`src/core_flags_pkg.sv`:
```
// How it works
// - flag-updating ops never data-write flag bits
// - clear of flag register only sets zero
// - upper three flag bits read zero
// - negative flag copies result msb
// - overflow flag on signed sign change
// - zero flag when result is zero
// - add/sub digit carry from bit three
// - add/sub carry from result msb
// - subtract adds complement, carries mean no-borrow
// - rotate loads digit carry from bit 4/3
// - rotate loads carry with shifted-out bit
// - jump carries 20-bit literal target
// - file address from opcode low byte
// - bank or access bank forms 12-bit address
// - file-to-file move ignores bank select
// - destination bit picks file or working
// - three 12-bit pointer pairs
// - virtual operand accesses pointed location
// - indirect ignores bank and access bit
// - post increment, post decrement and pre increment pointer
// - offset operand changes neither pointer nor working
// - pointer steps carry across whole pair
// - pointer steps leave flags alone
`default_nettype none
package core_flags_pkg;
   localparam logic [11:0] FLAGS_ADDR = 12'hfe8;
   localparam logic [11:0] BANK_ADDR = 12'hfe9;
   localparam logic [11:0] WORK_ADDR = 12'hfea;
   localparam logic [11:0] IND_BASE = 12'hfc0;
   localparam logic [2:0] SUB_PLAIN = 3'h0;
   localparam logic [2:0] SUB_POST_INCREMENT_OPERAND = 3'h1;
   localparam logic [2:0] SUB_POST_DECREMENT_OPERAND = 3'h2;
   localparam logic [2:0] SUB_PRE_INCREMENT_OPERAND = 3'h3;
   localparam logic [2:0] SUB_OFFSET_BY_WORKING_OPERAND = 3'h4;
   localparam logic [2:0] SUB_PTR_LO = 3'h5;
   localparam logic [2:0] SUB_PTR_HI = 3'h6;
   localparam logic [7:0] ACCESS_SPLIT = 8'h80;
   localparam logic [3:0] ACCESS_HI_BANK = 4'hf;
   localparam int FLAG_N = 4;
   localparam int FLAG_OV = 3;
   localparam int FLAG_Z = 2;
   localparam int FLAG_DC = 1;
   localparam int FLAG_C = 0;
   localparam logic [7:0] FLAGS_RST = 8'h00;
   localparam logic [11:0] APB_FLAGS = 12'h000;
   localparam logic [11:0] APB_BANK = 12'h004;
   localparam logic [11:0] APB_WORK = 12'h008;
   localparam logic [11:0] APB_PTR0 = 12'h00c;
   localparam logic [11:0] APB_STATE = 12'h01c;
   typedef enum logic [3:0] {
      OP_ADD = 4'h0, OP_SUB = 4'h1, OP_AND = 4'h2, OP_IOR = 4'h3, OP_XOR = 4'h4,
      OP_MOVF = 4'h5, OP_CLR = 4'h6, OP_MOVE_WORKING_TO_FILE = 4'h7, OP_RRF = 4'h8, OP_RLF = 4'h9,
      OP_BCF = 4'ha, OP_BSF = 4'hb, OP_SWAP = 4'hc, OP_FILE_TO_FILE_MOVE = 4'hd, OP_JUMP = 4'he
   } op_t;
   typedef enum logic [2:0] {ST_IDLE = 3'b001, ST_RD = 3'b010, ST_WB = 3'b100} state_t;
   typedef struct packed {
      op_t op;
      logic [7:0] f;
      logic acc_sel;
      logic dst_sel;
      logic [2:0] bit_no;
      logic [11:0] src;
      logic [11:0] dst;
      logic [19:0] target;
   } ins_t;
   typedef struct packed {
      logic [11:0] addr;
      logic we;
      logic [7:0] wdata;
   } mem_req_t;
endpackage
`default_nettype wire

```
`src/core_flags_addr.sv`:
```
`default_nettype none
module core_flags_addr import core_flags_pkg::*; #(
   parameter int PTR_COUNT = 3
) (
   input wire logic clk,
   input wire logic rst,
   input wire logic ce,
   input wire logic psel,
   input wire logic penable,
   input wire logic pwrite,
   input wire logic [11:0] paddr,
   input wire logic [31:0] pwdata,
   output logic [31:0] prdata,
   output logic pready,
   output logic pslverr,
   input wire logic ins_valid,
   input wire ins_t ins,
   output logic ins_ready,
   input wire logic [7:0] mem_rdata,
   output mem_req_t mem_req,
   output logic jump_valid,
   output logic [19:0] jump_addr
);
   if (PTR_COUNT < 1 || PTR_COUNT > 4) begin : g_bad_count
      $error("PTR_COUNT must be 1 to 4");
   end

   // ----------------------------------------
   // decoding helpers
   // ----------------------------------------
   function automatic logic in_group(input logic [11:0] x);
      return x[11:5] == IND_BASE[11:5] && int'(x[4:3]) < PTR_COUNT;
   endfunction

   function automatic logic virt_hit(input logic [11:0] x);
      return in_group(x) && x[2:0] <= SUB_OFFSET_BY_WORKING_OPERAND;
   endfunction

   function automatic logic internal(input logic [11:0] x);
      return x == FLAGS_ADDR || x == BANK_ADDR || x == WORK_ADDR ||
         (in_group(x) && (x[2:0] == SUB_PTR_LO || x[2:0] == SUB_PTR_HI));
   endfunction

   function automatic logic [11:0] direct_addr(input logic [7:0] f, input logic a, input logic [3:0] bank);
      if (a) begin
         return {bank, f};
      end
      return {(f >= ACCESS_SPLIT) ? ACCESS_HI_BANK : 4'h0, f};
   endfunction

   state_t state_r;
   state_t state_nxt;
   logic [7:0] flags_r;
   logic [7:0] w_r;
   logic [3:0] bsr_r;
   logic [11:0] ptr_r [PTR_COUNT];
   ins_t ins_r;
   logic [11:0] opnd_r;
   logic null_r;
   logic [11:0] last_r;
   logic ready_r;
   logic pready_r;
   logic pslverr_r;
   logic [31:0] prdata_r;
   mem_req_t mem_r;
   logic jump_r;
   logic [19:0] jaddr_r;

   assign prdata = prdata_r;
   assign pready = pready_r;
   assign pslverr = pslverr_r;
   assign ins_ready = ready_r;
   assign mem_req = mem_r;
   assign jump_valid = jump_r;
   assign jump_addr = jaddr_r;

   // ----------------------------------------
   // issue and address generation
   // ----------------------------------------
   logic acc;
   logic [11:0] raw;
   logic [1:0] idx;
   logic [2:0] sub;
   logic vhit;
   logic [11:0] base;
   logic [11:0] eff;
   logic [11:0] ptr_new;

   assign acc = ins_valid && ready_r;
   assign raw = (ins.op == OP_FILE_TO_FILE_MOVE) ? ins.src : direct_addr(ins.f, ins.acc_sel, bsr_r);
   assign idx = raw[4:3];
   assign sub = raw[2:0];
   assign vhit = ins.op != OP_JUMP && virt_hit(raw);
   assign base = (int'(idx) < PTR_COUNT) ? ptr_r[idx] : 12'h000;

   always_comb begin
      eff = raw;
      ptr_new = base;
      if (vhit) begin
         // full 12-bit pointer, bank and access bit play no part
         case (sub)
            SUB_POST_INCREMENT_OPERAND: begin
               eff = base;
               ptr_new = base + 12'h001;
            end
            SUB_POST_DECREMENT_OPERAND: begin
               eff = base;
               ptr_new = base - 12'h001;
            end
            SUB_PRE_INCREMENT_OPERAND: begin
               ptr_new = base + 12'h001;
               eff = ptr_new;
            end
            SUB_OFFSET_BY_WORKING_OPERAND: begin
               eff = base + {{4{w_r[7]}}, w_r};
            end
            default: begin
               eff = base;
            end
         endcase
      end
   end

   // ----------------------------------------
   // operand fetch and alu
   // ----------------------------------------
   logic in_rd;
   logic [7:0] int_val;
   logic [7:0] opnd;
   logic [7:0] bop;
   logic cin;
   logic [8:0] sum;
   logic [4:0] nib;
   logic [7:0] res;
   logic [4:0] upd;
   logic c_calc;
   logic dc_calc;
   logic ov_calc;
   logic [4:0] flags_alu;
   logic has_d;
   logic to_w;
   logic [11:0] wtgt;
   logic wr_file;
   logic core_int;
   logic mem_wr;

   assign in_rd = state_r == ST_RD;

   always_comb begin
      int_val = 8'h00;
      if (opnd_r == FLAGS_ADDR) begin
         int_val = {3'b000, flags_r[4:0]};
      end else if (opnd_r == BANK_ADDR) begin
         int_val = {4'h0, bsr_r};
      end else if (opnd_r == WORK_ADDR) begin
         int_val = w_r;
      end else if (in_group(opnd_r)) begin
         int_val = (opnd_r[2:0] == SUB_PTR_LO) ? ptr_r[opnd_r[4:3]][7:0] : {4'h0, ptr_r[opnd_r[4:3]][11:8]};
      end
   end

   assign opnd = null_r ? 8'h00 : (internal(opnd_r) ? int_val : mem_rdata);
   assign bop = (ins_r.op == OP_SUB) ? ~w_r : w_r;
   assign cin = ins_r.op == OP_SUB;
   assign sum = {1'b0, opnd} + {1'b0, bop} + {8'h00, cin};
   assign nib = {1'b0, opnd[3:0]} + {1'b0, bop[3:0]} + {4'h0, cin};

   always_comb begin
      res = opnd;
      upd = 5'b00000;
      c_calc = sum[8];
      dc_calc = nib[4];
      ov_calc = (opnd[7] == bop[7]) && (sum[7] != opnd[7]);
      case (ins_r.op)
         OP_ADD, OP_SUB: begin
            res = sum[7:0];
            upd = 5'b11111;
         end
         OP_AND: begin
            res = opnd & w_r;
            upd = 5'b10100;
         end
         OP_IOR: begin
            res = opnd | w_r;
            upd = 5'b10100;
         end
         OP_XOR: begin
            res = opnd ^ w_r;
            upd = 5'b10100;
         end
         OP_MOVF: begin
            upd = 5'b10100;
         end
         OP_CLR: begin
            res = 8'h00;
            upd = 5'b00100;
         end
         OP_MOVE_WORKING_TO_FILE: begin
            res = w_r;
         end
         OP_RRF: begin
            res = {opnd[0], opnd[7:1]};
            c_calc = opnd[0];
            dc_calc = opnd[4];
            upd = 5'b10111;
         end
         OP_RLF: begin
            res = {opnd[6:0], opnd[7]};
            c_calc = opnd[7];
            dc_calc = opnd[3];
            upd = 5'b10111;
         end
         OP_BCF: begin
            res = opnd & ~(8'h01 << ins_r.bit_no);
         end
         OP_BSF: begin
            res = opnd | (8'h01 << ins_r.bit_no);
         end
         OP_SWAP: begin
            res = {opnd[3:0], opnd[7:4]};
         end
         default: begin
            res = opnd;
         end
      endcase
   end

   // negative copies msb, zero on an all-zero result
   assign flags_alu = (flags_r[4:0] & ~upd) | ({res[7], ov_calc, res == 8'h00, dc_calc, c_calc} & upd);
   assign has_d = ins_r.op inside {OP_ADD, OP_SUB, OP_AND, OP_IOR, OP_XOR, OP_MOVF, OP_RRF, OP_RLF, OP_SWAP};
   assign to_w = has_d && !ins_r.dst_sel;
   assign wtgt = (ins_r.op == OP_FILE_TO_FILE_MOVE) ? ins_r.dst : opnd_r;
   assign wr_file = !to_w && !((ins_r.op == OP_FILE_TO_FILE_MOVE) ? virt_hit(ins_r.dst) : null_r);
   assign core_int = in_rd && wr_file && internal(wtgt);
   assign mem_wr = in_rd && wr_file && !internal(wtgt);

   // ----------------------------------------
   // apb slave
   // ----------------------------------------
   logic apb_go;
   logic apb_wr;
   logic apb_map;
   logic [31:0] apb_rd;

   assign apb_go = psel && penable && !pready_r && state_r == ST_IDLE && !acc;
   assign apb_wr = psel && penable && pready_r && pwrite && apb_map;

   always_comb begin
      apb_map = 1'b1;
      apb_rd = 32'h00000000;
      if (paddr == APB_FLAGS) begin
         apb_rd = {27'h0, flags_r[4:0]};
      end else if (paddr == APB_BANK) begin
         apb_rd = {28'h0, bsr_r};
      end else if (paddr == APB_WORK) begin
         apb_rd = {24'h0, w_r};
      end else if (paddr == APB_STATE) begin
         apb_rd = {17'h0, state_r, last_r};
      end else if (paddr[1:0] == 2'b00 && paddr >= APB_PTR0 && int'(paddr - APB_PTR0) < 4 * PTR_COUNT) begin
         apb_rd = {20'h0, ptr_r[paddr[3:2] - APB_PTR0[3:2]]};
      end else begin
         apb_map = 1'b0;
      end
   end

   always_ff @(posedge clk) begin
      if (rst) begin
         pready_r <= 1'b0;
         pslverr_r <= 1'b0;
         prdata_r <= 32'h00000000;
      end else if (ce) begin
         pready_r <= apb_go;
         if (apb_go) begin
            pslverr_r <= !apb_map;
            prdata_r <= apb_rd;
         end
      end
   end

   // ----------------------------------------
   // sequencing
   // ----------------------------------------
   always_comb begin
      case (state_r)
         ST_IDLE: state_nxt = (acc && ins.op != OP_JUMP) ? ST_RD : ST_IDLE;
         ST_RD: state_nxt = mem_wr ? ST_WB : ST_IDLE;
         default: state_nxt = ST_IDLE;
      endcase
   end

   always_ff @(posedge clk) begin
      if (rst) begin
         state_r <= ST_IDLE;
         ready_r <= 1'b0;
      end else if (ce) begin
         state_r <= state_nxt;
         ready_r <= state_nxt == ST_IDLE && !apb_go;
      end
   end

   always_ff @(posedge clk) begin
      if (rst) begin
         ins_r <= '0;
         opnd_r <= 12'h000;
         null_r <= 1'b0;
         last_r <= 12'h000;
      end else if (ce && acc) begin
         ins_r <= ins;
         opnd_r <= eff;
         null_r <= vhit && virt_hit(eff);
         last_r <= eff;
      end
   end

   always_ff @(posedge clk) begin
      if (rst) begin
         jump_r <= 1'b0;
         jaddr_r <= 20'h00000;
      end else if (ce) begin
         jump_r <= acc && ins.op == OP_JUMP;
         if (acc && ins.op == OP_JUMP) begin
            jaddr_r <= ins.target;
         end
      end
   end

   always_ff @(posedge clk) begin
      if (rst) begin
         mem_r <= '0;
      end else if (ce) begin
         if (acc) begin
            mem_r <= '{addr: eff, we: 1'b0, wdata: 8'h00};
         end else if (mem_wr) begin
            mem_r <= '{addr: wtgt, we: 1'b1, wdata: res};
         end else begin
            mem_r.we <= 1'b0;
         end
      end
   end

   // ----------------------------------------
   // core registers
   // ----------------------------------------
   always_ff @(posedge clk) begin
      if (rst) begin
         flags_r <= FLAGS_RST;
      end else if (ce) begin
         if (in_rd) begin
            if (core_int && wtgt == FLAGS_ADDR && upd == 5'b00000) begin
               flags_r <= {3'b000, res[4:0]};
            end else begin
               flags_r <= {3'b000, flags_alu};
            end
         end else if (apb_wr && paddr == APB_FLAGS) begin
            flags_r <= {3'b000, pwdata[4:0]};
         end
      end
   end

   always_ff @(posedge clk) begin
      if (rst) begin
         w_r <= 8'h00;
      end else if (ce) begin
         if (in_rd && (to_w || (core_int && wtgt == WORK_ADDR))) begin
            w_r <= res;
         end else if (apb_wr && paddr == APB_WORK) begin
            w_r <= pwdata[7:0];
         end
      end
   end

   always_ff @(posedge clk) begin
      if (rst) begin
         bsr_r <= 4'h0;
      end else if (ce) begin
         if (core_int && wtgt == BANK_ADDR) begin
            bsr_r <= res[3:0];
         end else if (apb_wr && paddr == APB_BANK) begin
            bsr_r <= pwdata[3:0];
         end
      end
   end

   for (genvar i = 0; i < PTR_COUNT; i++) begin : g_ptr
      always_ff @(posedge clk) begin
         if (rst) begin
            ptr_r[i] <= 12'h000;
         end else if (ce) begin
            if (acc && vhit && int'(idx) == i) begin
               ptr_r[i] <= ptr_new;
            end else if (core_int && in_group(wtgt) && int'(wtgt[4:3]) == i) begin
               if (wtgt[2:0] == SUB_PTR_LO) begin
                  ptr_r[i][7:0] <= res;
               end else begin
                  ptr_r[i][11:8] <= res[3:0];
               end
            end else if (apb_wr && paddr == APB_PTR0 + 12'(4 * i)) begin
               ptr_r[i] <= pwdata[11:0];
            end
         end
      end
   end

   // ----------------------------------------
   // checks
   // ----------------------------------------
   logic add_c_ref;
   logic sub_c_ref;
   logic dc_ref;
   assign add_c_ref = ({1'b0, opnd} + {1'b0, w_r}) > 9'h0ff;
   assign sub_c_ref = opnd >= w_r;
   assign dc_ref = ({1'b0, opnd[3:0]} + {1'b0, w_r[3:0]}) > 5'h0f;
endmodule
`default_nettype wire

```
`config.mk`:
```
export PLATFORM = sky130hd
export DESIGN_NAME = core_flags_addr
export DESIGN_NICKNAME = d
export VERILOG_FILES = /design/src/core_flags_pkg.sv /design/src/core_flags_addr.sv
export SDC_FILE = /design/constraint.sdc
export NUM_CORES = 1
export LEC_CHECK = 0
export ABC_AREA = 0
export BUFFER_PORTS_ARGS = -buffer_cell sky130_fd_sc_hd__buf_2
export CAP_MARGIN = 25
export CORE_ASPECT_RATIO = 2
export CORE_UTILIZATION = 45
export CTS_BUF_LIST = sky130_fd_sc_hd__clkbuf_16
export DETAILED_ROUTE_END_ITERATION = 10
export PLACE_DENSITY = 0.62
export SLEW_MARGIN = 5
export SYNTH_ARGS = -nofsm -noshare
export SYNTH_HDL_FRONTEND = slang
export SYNTH_SLANG_ARGS = --single-unit
```
`constraint.sdc`:
```
create_clock -name clk -period 5.4 [get_ports clk]
set_input_delay 0.27 -clock clk [delete_from_list [all_inputs] [get_ports clk]]
set_output_delay 0.27 -clock clk [all_outputs]
set_load 0.01 [all_outputs]
```
==> impl_metrics.env <==
export IMPL_clock_sinks=151
export IMPL_wl_per_cell_um=26.88
export IMPL_swShare_pct=31.95
export IMPL_clk_latency_ps=460
export IMPL_initial_utilization_pct=45.67
export IMPL_final_cell_count_no_fill=2163
export IMPL_synth_yosys_seq_area_share_pct=27.64
export IMPL_synth_cell_types=100
export IMPL_cts_tree="done"
export IMPL_synth_area_sq_um=12240
export IMPL_die_y_um=235.2
export IMPL_root_buffer="clkbuf_16"
export IMPL_dp_hpwl_um=46050
export IMPL_cp_max_fo=10
export IMPL_grt_pass1_vias=13575
export IMPL_grt_pass1_wl_um=84400
export IMPL_place_inst=2129
export IMPL_coreArea_sq_um=26800
export IMPL_ys_ff_latch=151
export IMPL_dpl_instance_area_sq_um=13620
export IMPL_port_buffers=159
export IMPL_rsz0062_at_grt="false"
export IMPL_criticalPathCategory="reg -> reg"
export IMPL_p_seq_share_pct=40.0
export IMPL_period_share_pct=91.02
export IMPL_synth_avg_cell_area_sq_um=7.436
export IMPL_cp_start_kind="register"
export IMPL_routed_wl_um=58140
export IMPL_antenna_found_initial=2
export IMPL_dieArea_sq_um=27900
export IMPL_synthCells=1646
export IMPL_gp_congestion=1.003
export IMPL_min_period_ps=4915
export IMPL_grt_overflow=0
export IMPL_htreeDepth=4
export IMPL_netSwitchingPower_uw=963.4
export IMPL_hp_class="in -> reg"
export IMPL_track_usage_pct=41.09
export IMPL_status="finished clean"
export IMPL_rows=85
export IMPL_fmax_mhz=203.5
export IMPL_ctsHoldBuffers=0
export IMPL_p_comb_share_pct=19.0
export IMPL_io_pins=197
export IMPL_vdd_drop_max_mv=0.2569
export IMPL_power_density_nw_per_um2=212.1
export IMPL_cp_arrival_ps=5250
export IMPL_p_clk_share_pct=41.1
export IMPL_setup_tns_ps=0
export IMPL_slew_viol_final=0
export IMPL_tightest_slew_ps=1084
export IMPL_area_delta_synth_final_pct=16.14
export IMPL_worstSetupEndpointType="register"
export IMPL_drt_first_iter_violations=1129
export IMPL_setup_viol=0
export IMPL_vias_per_cell=6.507
export IMPL_cts_buffers=17
export IMPL_cts_resized=0
export IMPL_max_clock_path_buffers=2
export IMPL_drc_errors=0
export IMPL_clock_skew_ps=13.74
export IMPL_n_fill_cell=2748
export IMPL_synthArstFlopShare_pct=0
export IMPL_vias=14075
export IMPL_hold_violations=0
export IMPL_ant_nets=0
export IMPL_grt_max_degree=77
export IMPL_fin_util_pct=53.04
export IMPL_maxSlewHeadroom_pct=27.34
export IMPL_firstDrtPassIters=6
export IMPL_cp_required_ps=5730
export IMPL_synth_ff_type="dfxtp_1"
export IMPL_p_leak_nw=5.575
export IMPL_final_nets=1946
export IMPL_internal_power_mw=2.052
export IMPL_cts_reportedPaths_clkPinSlew_ps=70
export IMPL_die_w_um=118.6
export IMPL_ys_warn_count=0
export IMPL_drive_gt1_share_pct=17.98
export IMPL_cap_violations=0
export IMPL_synth_edff_count=36
export IMPL_postCtsSetupBuffers=0
export IMPL_design_area_sq_um=14210
export IMPL_whs_ps=53.47
-- synthesized netlist by cell type (8+ instances only) --
library cell / n / share of area, %
or3_1: 11 / 0.56
o221ai_1: 27 / 1.9
xnor2_1: 17 / 1.2
clkbuf_1: 78 / 2.4
nand3_1: 35 / 1.4
nand2b_1: 37 / 1.9
nor2_1: 154 / 4.7
nor2b_1: 16 / 0.82
a211oi_1: 29 / 1.8
ha_1: 24 / 2.5
a21o_1: 10 / 0.61
mux2i_1: 48 / 3.9
o21ai_0: 77 / 3.1
and2_1: 17 / 0.87
a221o_1: 13 / 1.1
a22oi_1: 17 / 1.0
buf_2: 13 / 0.53
nor3_1: 49 / 2.0
nor4_1: 18 / 0.92
nor3b_1: 11 / 0.67
nand2_1: 266 / 8.2
a21oi_1: 171 / 7.0
a31oi_1: 16 / 0.82
edfxtp_1: 36 / 8.8
mux2_2: 16 / 1.5
buf_1: 10 / 0.31
buf_4: 20 / 1.2
xor2_1: 8 / 0.57
o22ai_1: 23 / 1.2
o21a_1: 11 / 0.67
o31ai_1: 8 / 0.49
dfxtp_1: 115 / 19
inv_1: 29 / 0.89
o211ai_1: 14 / 0.86
and3_1: 19 / 0.97
nand4_1: 18 / 0.92
-- metal layers --
| metal | track usage (%) | part of all wire, % | up-vias |
|---|---|---|---|
| met1 | 38.84 | 33 | 6661 |
| met5 | 0 | 0 | - |
| met3 | 7.146 | 6.1 | 264 |
| li1 | - | - | 6401 |
| met2 | 73.52 | 50 | 749 |
| met4 | 39.16 | 11 | 0 |
-- final timing paths --
check | from | end | slack, ps | cells after the start
worst max register to register | last_r[2]$_SDFFE_PP0P_ | register | 490 | 16
worst max-delay path | last_r[2]$_SDFFE_PP0P_ | register | 490 | 16
worst min-delay path | ins[0] | jump_addr[0]$_SDFFE_PP0P_ | 50 | 3
worst min register to register | jump_addr[12]$_SDFFE_PP0P_ | jump_addr[12]$_SDFFE_PP0P_ | 450 | 2
-- area by class of cell --
cell class	instances	area (sq um)	share of cell area, %
multi-input cells	1357	8255	58.08
flip-flops and latches	151	3383	23.80
repair buffers	240	1419	9.981
well taps	348	435.4	3.063
clock buffers	17	425.4	2.993
clock inverters	15	167.7	1.179
inverters	33	123.9	0.8714
diodes	2	5.005	0.03521
-- flip-flops by register name (all words and copies together) (netlist names), 3 cells and up, named ones only --
name	flops
jump_addr	20
last_r	12
mem_req	21
prdata	15
w_r	8
ins_r	20
bsr_r	4
state_r	3
ptr_r	36
-- layout by cell type, fill, tap and decap left out, types with 27 or more instances in the layout --
master	count
nand2_1	266
a21oi_1	171
buf_2	158
nor2_1	153
dfxtp_1	115
buf_4	81
o21ai_0	77
nor3_1	49
mux2i_1	48
nand2b_1	37
edfxtp_1	36
nand3_1	35
inv_1	31
a211oi_1	29
o221ai_1	27
-- logic make-up (layout without fill, tap and decap cells) --
logic type / count (synthesis) / in the layout / share of synthesized area (%)
other: 1 / 19 / 0.03064
flip-flops: 151 / 151 / 27.64
buffers and inverters: 154 / 305 / 5.469
AO/OA/AOI/OAI: 519 / 519 / 28.33
adder cells (fa/ha/maj): 26 / 26 / 2.781
multiplexers: 68 / 68 / 6.134
AND/OR/NAND/NOR: 702 / 702 / 27.83
XOR/XNOR: 25 / 25 / 1.789
-- power groups by stage --
stage | Sequential, mW | Clock (mW) | Combinational [mW]
after floorplan | 1.22 | 0 | 0.312
after global placement | 1.23 | 0 | 0.546
after detailed placement | 1.23 | 0 | 0.548
after CTS | 1.20 | 1.24 | 0.551
after global routing | 1.21 | 1.28 | 0.598
final | 1.21 | 1.24 | 0.572
-- worst max-delay path, cell delays in order, from the launching register on --
cell       delay [ps]
dfxtp_1           440
nand4bb_1         290
or2_1             380
a221oi_4          330
buf_4             200
o221ai_1          250
a21oi_1           290
inv_1              90
fa_1              460
xnor2_1           210
a221oi_1          350
o31ai_1           160
nor4_1            410
a21oi_1           150
a2bb2oi_2         230
a221oi_1          420
o31ai_2           110
-- through the flow --
stage / setup WS (ps) / power [mW]
floorplan: 1189 / 1.527
global placement: 628.8 / 1.775
detailed placement: 558.0 / 1.777
CTS: 524.6 / 2.996
global route: 254.3 / 3.085
finish: 485.0 / 3.016
Note: power is estimated with default switching activity, not from simulation.
